### src/core/isc_pkg.sv
package isc_pkg;
   localparam logic [7:0]  STATUS_OFS      = 8'h58;
   localparam logic [7:0]  ENABLE_OFS      = 8'h5c;
   localparam logic [7:0]  BYTE_TEST_OFS   = 8'h64;
   localparam logic [31:0] BYTE_TEST_VAL   = 32'h87654321;
   localparam logic [31:0] STATUS_RST      = 32'h00000000;
   localparam logic [31:0] ENABLE_RST      = 32'h00000000;
   localparam logic [31:0] CLEARABLE_MASK  = 32'h83bbe7df;
   localparam logic [31:0] ENABLE_MASK     = 32'h83bfe7df;
   localparam int          SW_BIT          = 31;
   localparam int          TX_HALT_BIT     = 25;
   localparam int          RX_HALT_BIT     = 24;
   localparam int          DROP_HALF_BIT   = 23;
   localparam int          TX_DONE_BIT     = 21;
   localparam int          RX_COUNT_BIT    = 20;
   localparam int          TIMER_BIT       = 19;
   localparam int          PHY_BIT         = 18;
   localparam int          WAKE_BIT        = 17;
   localparam int          TX_SOVF_BIT     = 16;
   localparam int          OVERSIZE_BIT    = 15;
   localparam int          RX_FAULT_BIT    = 14;
   localparam int          TX_FAULT_BIT    = 13;
   localparam int          TX_OVR_BIT      = 10;
   localparam int          TX_SPACE_BIT    = 9;
   localparam int          TX_SFULL_BIT    = 8;
   localparam int          TX_SLVL_BIT     = 7;
   localparam int          DROP_BIT        = 6;
   localparam int          RX_SFULL_BIT    = 4;
   localparam int          RX_SLVL_BIT     = 3;
   localparam int          PIN_LSB         = 0;
   localparam int          PIN_COUNT       = 3;
   localparam logic [15:0] MAX_FRAME_BYTES = 16'd2048;
   localparam logic [31:0] DROP_HALF_FROM  = 32'h7fffffff;
   localparam logic [31:0] DROP_HALF_TO    = 32'h80000000;
   localparam logic [15:0] TIMER_FROM      = 16'h0000;
   localparam logic [15:0] TIMER_TO        = 16'hffff;

   typedef struct packed {
      logic tx_stop_req;
      logic tx_halted;
      logic rx_halted;
      logic tx_done_notify;
      logic rx_count_done;
      logic phy_irq;
      logic wake_detect;
      logic tx_status_ovf;
      logic rx_frame_end;
      logic rx_fault;
      logic tx_fault;
      logic tx_data_write;
      logic tx_data_full;
      logic tx_status_full;
      logic rx_status_full;
      logic frame_dropped;
   } isc_event_t;

   typedef struct packed {
      logic [31:0] drop_count;
      logic [15:0] timer_count;
      logic [15:0] rx_frame_len;
      logic [7:0]  tx_free_blocks;
      logic [7:0]  tx_space_level;
      logic [7:0]  tx_status_used;
      logic [7:0]  tx_status_level;
      logic [7:0]  rx_status_used;
      logic [7:0]  rx_status_level;
   } isc_level_t;

   typedef struct packed {
      logic [PIN_COUNT-1:0] rise_en;
      logic [PIN_COUNT-1:0] fall_en;
   } isc_pin_cfg_t;
endpackage : isc_pkg

### src/core/isc_top.sv
`timescale 1ns/10ps
module isc_top
   import isc_pkg::*;
(
   input  wire logic                 I_CLOCK,
   input  wire logic                 I_RST_N,
   input  wire logic                 i_WR,
   input  wire logic                 i_RD,
   input  wire logic [7:0]           i_ADDR,
   input  wire logic [31:0]          i_WDATA,
   input  wire isc_event_t           i_EVENT,
   input  wire isc_level_t           i_LEVEL,
   input  wire isc_pin_cfg_t         i_PIN_CFG,
   input  wire logic [PIN_COUNT-1:0] i_PIN,
   output logic [31:0]               o_RDATA,
   output logic                      o_MASTER_IRQ,
   output logic                      o_WAKE_IRQ,
   output logic                      o_WAKE_UP
);

   function automatic logic hit(input logic [7:0] a, input logic [7:0] ofs);
      hit = (a == ofs);
   endfunction : hit

   logic [31:0]          status_q, status_d;
   logic [31:0]          enable_q, enable_d;
   logic [31:0]          set_v;
   logic [31:0]          clr_v;
   logic [31:0]          drop_prev_q, drop_prev_d;
   logic [15:0]          timer_prev_q, timer_prev_d;
   logic                 drop_seen_q, drop_seen_d;
   logic [PIN_COUNT-1:0] pin_s1_q, pin_s2_q, pin_s3_q;
   logic [PIN_COUNT-1:0] pin_s1_d, pin_s2_d, pin_s3_d;
   logic [PIN_COUNT-1:0] pin_ev;
   logic [31:0]          rdata_d;
   logic                 master_d, wake_irq_d, wake_up_d;

   // event collection; level sources set every cycle they hold
   always_comb begin
      pin_ev = (pin_s2_q & ~pin_s3_q & i_PIN_CFG.rise_en)
             | (~pin_s2_q & pin_s3_q & i_PIN_CFG.fall_en);
      set_v = '0;
      set_v[SW_BIT]        = enable_q[SW_BIT];
      set_v[TX_HALT_BIT]   = i_EVENT.tx_stop_req & i_EVENT.tx_halted;
      set_v[RX_HALT_BIT]   = i_EVENT.rx_halted;
      set_v[DROP_HALF_BIT] = drop_seen_q && (drop_prev_q == DROP_HALF_FROM)
                          && (i_LEVEL.drop_count == DROP_HALF_TO);
      set_v[TX_DONE_BIT]   = i_EVENT.tx_done_notify;
      set_v[RX_COUNT_BIT]  = i_EVENT.rx_count_done;
      set_v[TIMER_BIT]     = drop_seen_q && (timer_prev_q == TIMER_FROM)
                          && (i_LEVEL.timer_count == TIMER_TO);
      // wake pin state is deliberately not an input here
      set_v[WAKE_BIT]      = i_EVENT.wake_detect;
      set_v[TX_SOVF_BIT]   = i_EVENT.tx_status_ovf;
      set_v[OVERSIZE_BIT]  = i_EVENT.rx_frame_end
                          && (i_LEVEL.rx_frame_len > MAX_FRAME_BYTES);
      set_v[RX_FAULT_BIT]  = i_EVENT.rx_fault;
      set_v[TX_FAULT_BIT]  = i_EVENT.tx_fault;
      set_v[TX_OVR_BIT]    = i_EVENT.tx_data_write & i_EVENT.tx_data_full;
      set_v[TX_SPACE_BIT]  = i_LEVEL.tx_free_blocks > i_LEVEL.tx_space_level;
      set_v[TX_SFULL_BIT]  = i_EVENT.tx_status_full;
      set_v[RX_SFULL_BIT]  = i_EVENT.rx_status_full;
      set_v[TX_SLVL_BIT]   = i_LEVEL.tx_status_used > i_LEVEL.tx_status_level;
      set_v[RX_SLVL_BIT]   = i_LEVEL.rx_status_used > i_LEVEL.rx_status_level;
      set_v[DROP_BIT]      = i_EVENT.frame_dropped;
      set_v[PIN_LSB +: PIN_COUNT] = pin_ev;
      clr_v = (i_WR && hit(i_ADDR, STATUS_OFS)) ? (i_WDATA & CLEARABLE_MASK) : '0;
      // set applied after clear so a coincident event survives
      status_d = ((status_q & ~clr_v) | set_v) & CLEARABLE_MASK;
      status_d[PHY_BIT] = i_EVENT.phy_irq;
      enable_d = (i_WR && hit(i_ADDR, ENABLE_OFS)) ? (i_WDATA & ENABLE_MASK) : enable_q;
      // history for the wrap detectors; arming avoids a false wrap out of reset
      drop_prev_d  = i_LEVEL.drop_count;
      timer_prev_d = i_LEVEL.timer_count;
      drop_seen_d  = 1'b1;
   end

   always_ff @(posedge I_CLOCK or negedge I_RST_N) begin
      if (!I_RST_N) begin
         status_q     <= STATUS_RST;
         enable_q     <= ENABLE_RST;
         drop_prev_q  <= '0;
         timer_prev_q <= '0;
         drop_seen_q  <= 1'b0;
      end else begin
         status_q     <= status_d;
         enable_q     <= enable_d;
         drop_prev_q  <= drop_prev_d;
         timer_prev_q <= timer_prev_d;
         drop_seen_q  <= drop_seen_d;
      end
   end

   // pin inputs are asynchronous; stage one feeds only stage two
   always_comb begin
      pin_s1_d = i_PIN;
      pin_s2_d = pin_s1_q;
      pin_s3_d = pin_s2_q;
   end

   always_ff @(posedge I_CLOCK or negedge I_RST_N) begin
      if (!I_RST_N) begin
         pin_s1_q <= '0;
         pin_s2_q <= '0;
         pin_s3_q <= '0;
      end else begin
         pin_s1_q <= pin_s1_d;
         pin_s2_q <= pin_s2_d;
         pin_s3_q <= pin_s3_d;
      end
   end

   // outputs and read port
   always_comb begin
      rdata_d = '0;
      if (i_RD) begin
         case (1'b1)
            hit(i_ADDR, STATUS_OFS):    rdata_d = status_q;
            hit(i_ADDR, ENABLE_OFS):    rdata_d = enable_q;
            hit(i_ADDR, BYTE_TEST_OFS): rdata_d = BYTE_TEST_VAL;
            default:                    rdata_d = '0;
         endcase
      end
      master_d   = |(status_d & enable_d);
      // no hold-off path exists for the wake interrupt
      wake_irq_d = status_d[WAKE_BIT] & enable_d[WAKE_BIT];
      wake_up_d  = i_WR && hit(i_ADDR, BYTE_TEST_OFS);
   end

   always_ff @(posedge I_CLOCK or negedge I_RST_N) begin
      if (!I_RST_N) begin
         o_RDATA      <= '0;
         o_MASTER_IRQ <= 1'b0;
         o_WAKE_IRQ   <= 1'b0;
         o_WAKE_UP    <= 1'b0;
      end else begin
         o_RDATA      <= rdata_d;
         o_MASTER_IRQ <= master_d;
         o_WAKE_IRQ   <= wake_irq_d;
         o_WAKE_UP    <= wake_up_d;
      end
   end
endmodule : isc_top

### config.mk
export PLATFORM = sky130hd
export DESIGN_NAME = isc_top
export DESIGN_NICKNAME = d
export VERILOG_FILES = /design/src/core/isc_pkg.sv /design/src/core/isc_top.sv
export SDC_FILE = /design/constraint.sdc
export NUM_CORES = 1
export LEC_CHECK = 0
export BUFFER_PORTS_ARGS = -buffer_cell sky130_fd_sc_hd__clkbuf_2
export CAP_MARGIN = 10
export CORE_MARGIN = 3
export CORE_UTILIZATION = 52
export DETAILED_ROUTE_END_ITERATION = 7
export GPL_TIMING_DRIVEN = 0
export PLACE_DENSITY = 0.84
export SYNTH_ARGS = -nofsm -noshare
export SYNTH_HDL_FRONTEND = slang
export SYNTH_SLANG_ARGS = --single-unit
export TNS_END_PERCENT = 30
### constraint.sdc
create_clock -name I_CLOCK -period 5.6 [get_ports I_CLOCK]
set_clock_uncertainty 0.15 [all_clocks]
set_input_delay 1.68 -clock I_CLOCK [delete_from_list [all_inputs] [get_ports I_CLOCK]]
set_output_delay 1.68 -clock I_CLOCK [all_outputs]
set_load 0.03 [all_outputs]
==> impl_metrics.json, run 1 <==
{
  "drt-total-wl_mm": 13.6,
  "setup_tns_ns": 0,
  "preCtsSetupSlack_ns": 0.955,
  "drv_cap": 0,
  "critical_path.max_fanout": 10,
  "htreeDepth": 4,
  "place.port_buffers": 200,
  "die_w_um": 108,
  "top_layer": "met4",
  "postSynthAreaPerCell_um2": 12.2,
  "grt_overflow": 0,
  "cts_tree": "yes",
  "setup_viol": 0,
  "cts_setup_buffers": 0,
  "ioPinCount": 216,
  "critPathLaunchType": "input pin",
  "wl_met2_mm": 7.10,
  "crit_path_end_kind": "register",
  "ys_types": 57,
  "final_core_util_pct": 72.3,
  "antenna_left": 0,
  "drive_above_1_share_pct": 39.5,
  "die_area_mm2": 0.0117,
  "cp.required_ns": 5.82,
  "synth-seq-cells": 131,
  "die_height_um": 108,
  "arrival_ns": 4.30,
  "antenna_found_initial": 0,
  "cts_resized": 0,
  "core-area_mm2": 0.0100,
  "status": "finished, final reports clean",
  "place_congestion": 0.815,
  "ctsHoldBuffers": 0,
  "synth_area_mm2": 0.00545,
  "synth-edff-count": 0,
  "synth_ff_type": "dfrtp_1",
  "numCtsBuffers": 17,
  "hold_violations": 0,
  "drtPass1Iterations": 5,
  "clk_latency_ns": 0.49,
  "grt_max_degree": 77,
  "crit_type": "in -> reg",
  "nets": 875,
  "num_rows": 36,
  "dp_hpwl_mm": 10.5,
  "fin_ws_ns": 1.52,
  "drt-met1-wl_mm": 5.12,
  "grt.total_usage_pct": 23.4,
  "via_per_inst": 5.33,
  "area_growth_pct": 32.6,
  "clock-root-buffer": "clkbuf_8",
  "clkTransAtPathRegs_ns": 0.06,
  "wl_met3_mm": 1.16,
  "vdd_ir_drop_max_mv": 0.209,
  "power_leakage_nw": 3.68,
  "initial_core_util_pct": 54.5,
  "hold_depth": 0,
  "r2r_setup_slack_ns": 3.51,
  "diodes": 0,
  "tightest_slew_ns": 0.661,
  "layout_min_cycle_time_ns": 4.08,
  "drc_errors": 0,
  "power.density_mw_per_mm2": 305,
  "min_path_type": "reg -> reg",
  "slew_headroom_pct": 55.9,
  "yosysWarnings": 0,
  "rr_worst_depth": 5,
  "synthArstFlopShare_pct": 100,
  "synthCells": 445,
  "clockBufferDepth": 2,
  "wire_per_inst_um": 16.7,
  "yosysSeqAreaShare_pct": 60.1,
  "max_freq_mhz": 245,
  "vias": 4346,
  "grt_pass1_vias": 4502,
  "period_share_pct": 72.9,
  "drv_slew": 0,
  "rsz0062_at_grt": "no",
  "cts.sinks": 131,
  "drtIter0Drc": 181,
  "grt_pass1_wl_mm": 21.0
}
[worst max-delay path: stages]
cell       delay [ns]
clkbuf_2         0.12
nor4b_4          0.48
nand3_2          0.35
buf_6            0.27
mux2_4           0.31
o21a_1           0.14
a2111oi_2        0.32
nand4_1          0.22
or3_1            0.39
[worst paths after layout]
kind	start	end
min reg2reg	pin_s1_q[1]	pin_s2_q[1]
max	i_ADDR[0]	o_MASTER_IRQ
max reg2reg	enable_q[20]	o_MASTER_IRQ
max in group asynchronous	I_RST_N	enable_q[8]
min	pin_s1_q[1]	pin_s2_q[1]
min in group asynchronous	I_RST_N	timer_prev_q[1]
[metrics by stage]
step                total power [mW]  hold slack [ns]  cell area, um^2  instances
CTS                             2.22            0.204             7230        816
floorplan                       1.10            0.181             5470        450
detailed placement              1.22            0.192             6670        784
finish                          2.20            0.200             7230        816
global route                    2.29            0.211             7230        816
global placement                1.20            0.182             6640        783
[synthesized netlist by cell type (all sizes together) (2+ instances only)]
cell type	number	share of area (%)
inv	33	2.3
buf	12	1.6
a21o	11	1.5
conb	2	0.14
nand4b	3	0.48
a221oi	2	0.55
a22o	8	1.3
a31oi	3	0.34
nor4b	3	0.76
or3	2	0.23
or4	3	0.41
ha	24	5.5
a22oi	13	1.8
a21boi	3	0.41
o21a	4	0.55
a21oi	18	1.7
mux2	23	5.1
nor2b	15	1.7
dfrtp	131	60
or2	3	0.34
o21ai	16	1.5
and3	3	0.34
and2	4	0.46
nand3	5	0.55
nand3b	3	0.41
clkbuf	7	0.48
nor3	4	0.37
nor2	18	1.2
nand2	25	1.7
nor4	9	1.0
nand4	17	2.0
[cells by family after synthesis]
| family | count (synthesis) | synth area share, % |
|---|---|---|
| AOI/OAI and AO/OA | 90 | 11.6 |
| other | 2 | 0.138 |
| and+or+nand+nor | 123 | 13.1 |
| buffers and inverters | 52 | 4.38 |
| DFF | 131 | 60.1 |
| adders and majority gates | 24 | 5.51 |
| muxes | 23 | 5.10 |
[cells in the final DEF, fill, tap and decap left out, types with 7 or more instances in the layout]
cell type / count
ha_1: 24
conb_1: 7
a21o_1: 11
a22oi_1: 13
a21oi_1: 18
a22o_1: 8
nor4_1: 9
buf_4: 9
dfrtp_1: 131
clkbuf_1: 10
nor2b_1: 15
nor2_1: 18
mux2_2: 14
nand2_1: 25
clkbuf_16: 16
inv_1: 33
o21ai_0: 16
nand4_1: 17
clkbuf_2: 199
[registers in the layout, summed over array words and instances (netlist names), 3 cells and up]
| name | cells |
|---|---|
| drop_prev_q | 32 |
| pin_s2_q | 3 |
| o_RDATA | 24 |
| enable_q | 23 |
| timer_prev_q | 16 |
| status_q | 23 |
| pin_s3_q | 3 |
| pin_s1_q | 3 |
[report_power, final]
part | internal (mW) | switching [mW] | total (mW)
combinational | 0.0955 | 0.104 | 0.200
sequential | 0.983 | 0.0152 | 0.998
clock | 0.616 | 0.389 | 1.01
total | 1.69 | 0.509 | 2.20
[final cells by class]
cell class                      count  area [um^2]
Multi-Input combinational cell    267         1950
Clock buffer                       22          453
Tap cell                          133          166
Sequential cell                   131         3280
Buffer                             19          115
Inverter                           33          124
Timing Repair Buffer              201         1040
Clock inverter                     10          101
Fill cell                         736         2770
[per-layer routing]
metal	up-vias	GRT usage (%)
met1	2104	26.2
met4	0	8.12
met2	188	41.9
met3	21	7.76
li1	2033	-
met5	-	0
Note: power is estimated with default switching activity, not from simulation.
==> inputs of run 2 (changes only) <==
- CORE_UTILIZATION: 52 -> 49
- PLACE_DENSITY: 0.84 -> 0.8
- clock period: 5.6 -> 4 ns (I/O delays scaled with it)
==> impl_metrics.json, run 2 (synthesized netlist as in run 1, its figures left out) <==
{
  "antenna_left": 0,
  "slew_headroom_pct": 54.8,
  "slowest_stage": "nor4b_4",
  "ctsHoldBuffers": 0,
  "clkTransAtPathRegs_ns": 0.06,
  "period_share_pct": 88.5,
  "drv_slew": 0,
  "cts_setup_buffers": 0,
  "use_met1_pct": 24.6,
  "drive_above_1_share_pct": 40.0,
  "grt.total_usage_pct": 22.4,
  "rr_worst_depth": 5,
  "power_leakage_nw": 3.71,
  "ff_latch_area_mm2": 0.00328,
  "hold_violations": 0,
  "crit_type": "in -> reg",
  "crit_path_end_kind": "register",
  "initial_core_util_pct": 51.6,
  "dp_hpwl_mm": 10.5,
  "max_flop_register": "drop_prev_q",
  "clockBufferDepth": 2,
  "worstHoldStart": "pin_s1_q[0]",
  "cp.required_ns": 4.23,
  "grt_use_met2_pct": 40.7,
  "drt-total-wl_mm": 13.7,
  "die_w_um": 111,
  "grtUsageMet3_pct": 7.01,
  "path_cells": "clkbuf_2, nor4b_4, nand3_2, buf_6, mux2_4, o21a_1, a2111oi_2, nand4_1, or3_1",
  "drtIter0Drc": 183,
  "vias": 4266,
  "rsz0062_at_grt": "no",
  "htreeDepth": 4,
  "grt_max_degree": 98,
  "num_rows": 37,
  "fin_ws_ns": 0.461,
  "tightest_slew_ns": 0.678,
  "cts.sinks": 131,
  "setup_tns_ns": 0,
  "numCtsBuffers": 17,
  "area_growth_pct": 33.9,
  "cp-endpoint": "o_MASTER_IRQ",
  "grt.busiest_layer": "met2",
  "setup.worst_path.start": "i_ADDR[0]",
  "setup_viol": 0,
  "wire_per_inst_um": 16.7,
  "cts_resized": 0,
  "grt_overflow": 0,
  "drv_cap": 0,
  "cts_tree": "yes",
  "die_area_mm2": 0.0124,
  "critPathLaunchType": "input pin",
  "layout_common_cells": "199 x clkbuf_2, 131 x dfrtp_1, 33 x inv_1, 25 x nand2_1, 24 x ha_1",
  "max_freq_mhz": 283,
  "n_fill_cell": 776,
  "layout_min_cycle_time_ns": 3.54,
  "crit-reg2reg-launch": "enable_q[4]",
  "nets": 875,
  "top_regs": "drop_prev_q x32, o_RDATA x24",
  "path_buf_inv": 2,
  "regToRegEndpoint": "o_MASTER_IRQ",
  "finalPower_mw": 3.27,
  "critical_path.max_fanout": 10,
  "antenna_found_initial": 0,
  "power.density_mw_per_mm2": 449,
  "cp.depth": 9,
  "r2r_setup_slack_ns": 1.90,
  "place_congestion": 0.979,
  "via_per_inst": 5.21,
  "cp_top_family": "simple AND/OR/NAND/NOR gates",
  "min_path_type": "reg -> reg",
  "clock-root-buffer": "clkbuf_8",
  "grt_pass1_wl_mm": 22.0,
  "timing.hold.ws_ns": 0.200,
  "grt_pass1_vias": 4652,
  "drtPass1Iterations": 4,
  "die_height_um": 111,
  "ioPinCount": 216,
  "arrival_ns": 3.77,
  "vdd_ir_drop_max_mv": 0.376,
  "place.port_buffers": 200,
  "slowest_delay_ns": 0.47,
  "clk_latency_ns": 0.51,
  "diodes": 0,
  "largest_register_ffs": 32,
  "drc_errors": 0,
  "preCtsSetupSlack_ns": -0.0812,
  "final_common_cell": "clkbuf_2",
  "status": "finished, final reports clean",
  "core-area_mm2": 0.0106,
  "multi_input_area_mm2": 0.00195
}
==> run 2: cell count changes in the layout (fill, tap and decap cells not counted), sizes merged <==
| cell | delta |
|---|---|
| clkbuf | -2 |
| bufinv | +2 |
| clkinv | -4 |
| inv | +4 |
==> run 2: metrics by stage <==
step                      cell area [um^2]  std cells  utilization [%]
after floorplan                       5470        450                -
after global placement                6640        786             62.9
after detailed placement              6680        787             63.3
after CTS                             7300        819             69.2
after global routing                  7300        819             69.2
final                                 7300        819             69.2
==> run 2: cell type report <==
cell class | instances | area share [%]
Clock buffer | 20 | 6.24
Tap cell | 136 | 2.33
Timing Repair Buffer | 201 | 14.2
Inverter | 33 | 1.70
Buffer | 19 | 1.58
Sequential cell | 131 | 44.9
Multi-Input combinational cell | 267 | 26.7
Clock inverter | 12 | 2.30
==> run 2: how the worst min path moves through the flow <==
stage | to | slack [ns] | cells past startpoint
after global placement | pin_s2_q[2] | 0.18 | 0
after floorplan | pin_s2_q[0] | 0.18 | 0
after global routing | pin_s2_q[2] | 0.21 | 0
final | pin_s2_q[0] | 0.20 | 0
after CTS | pin_s2_q[0] | 0.20 | 0
after detailed placement | pin_s2_q[0] | 0.19 | 0
==> run 2: report_power, final <==
part / internal (mW) / switching (mW) / leakage, nW / total, mW
clock network: 1.01 / 0.586 / 0.297 / 1.60
logic: 0.133 / 0.145 / 1.83 / 0.279
registers: 1.38 / 0.0203 / 1.58 / 1.40
total: 2.52 / 0.751 / 3.71 / 3.27
==> run 2: metal layers <==
| layer | share of wire, % | routed length (um) |
|---|---|---|
| met4 | 1.5 | 199 |
| met3 | 8.7 | 1190 |
| met5 | 0 | 0 |
| met1 | 37 | 5110 |
| met2 | 52 | 7170 |
==> run 2: worst register-to-register path, stage by stage (launching register included) <==
cell and delay, ns:
dfrtp_1 0.37, mux2_2 0.28, o21a_1 0.11, a2111oi_2 0.45
nand4_1 0.22, or3_1 0.39
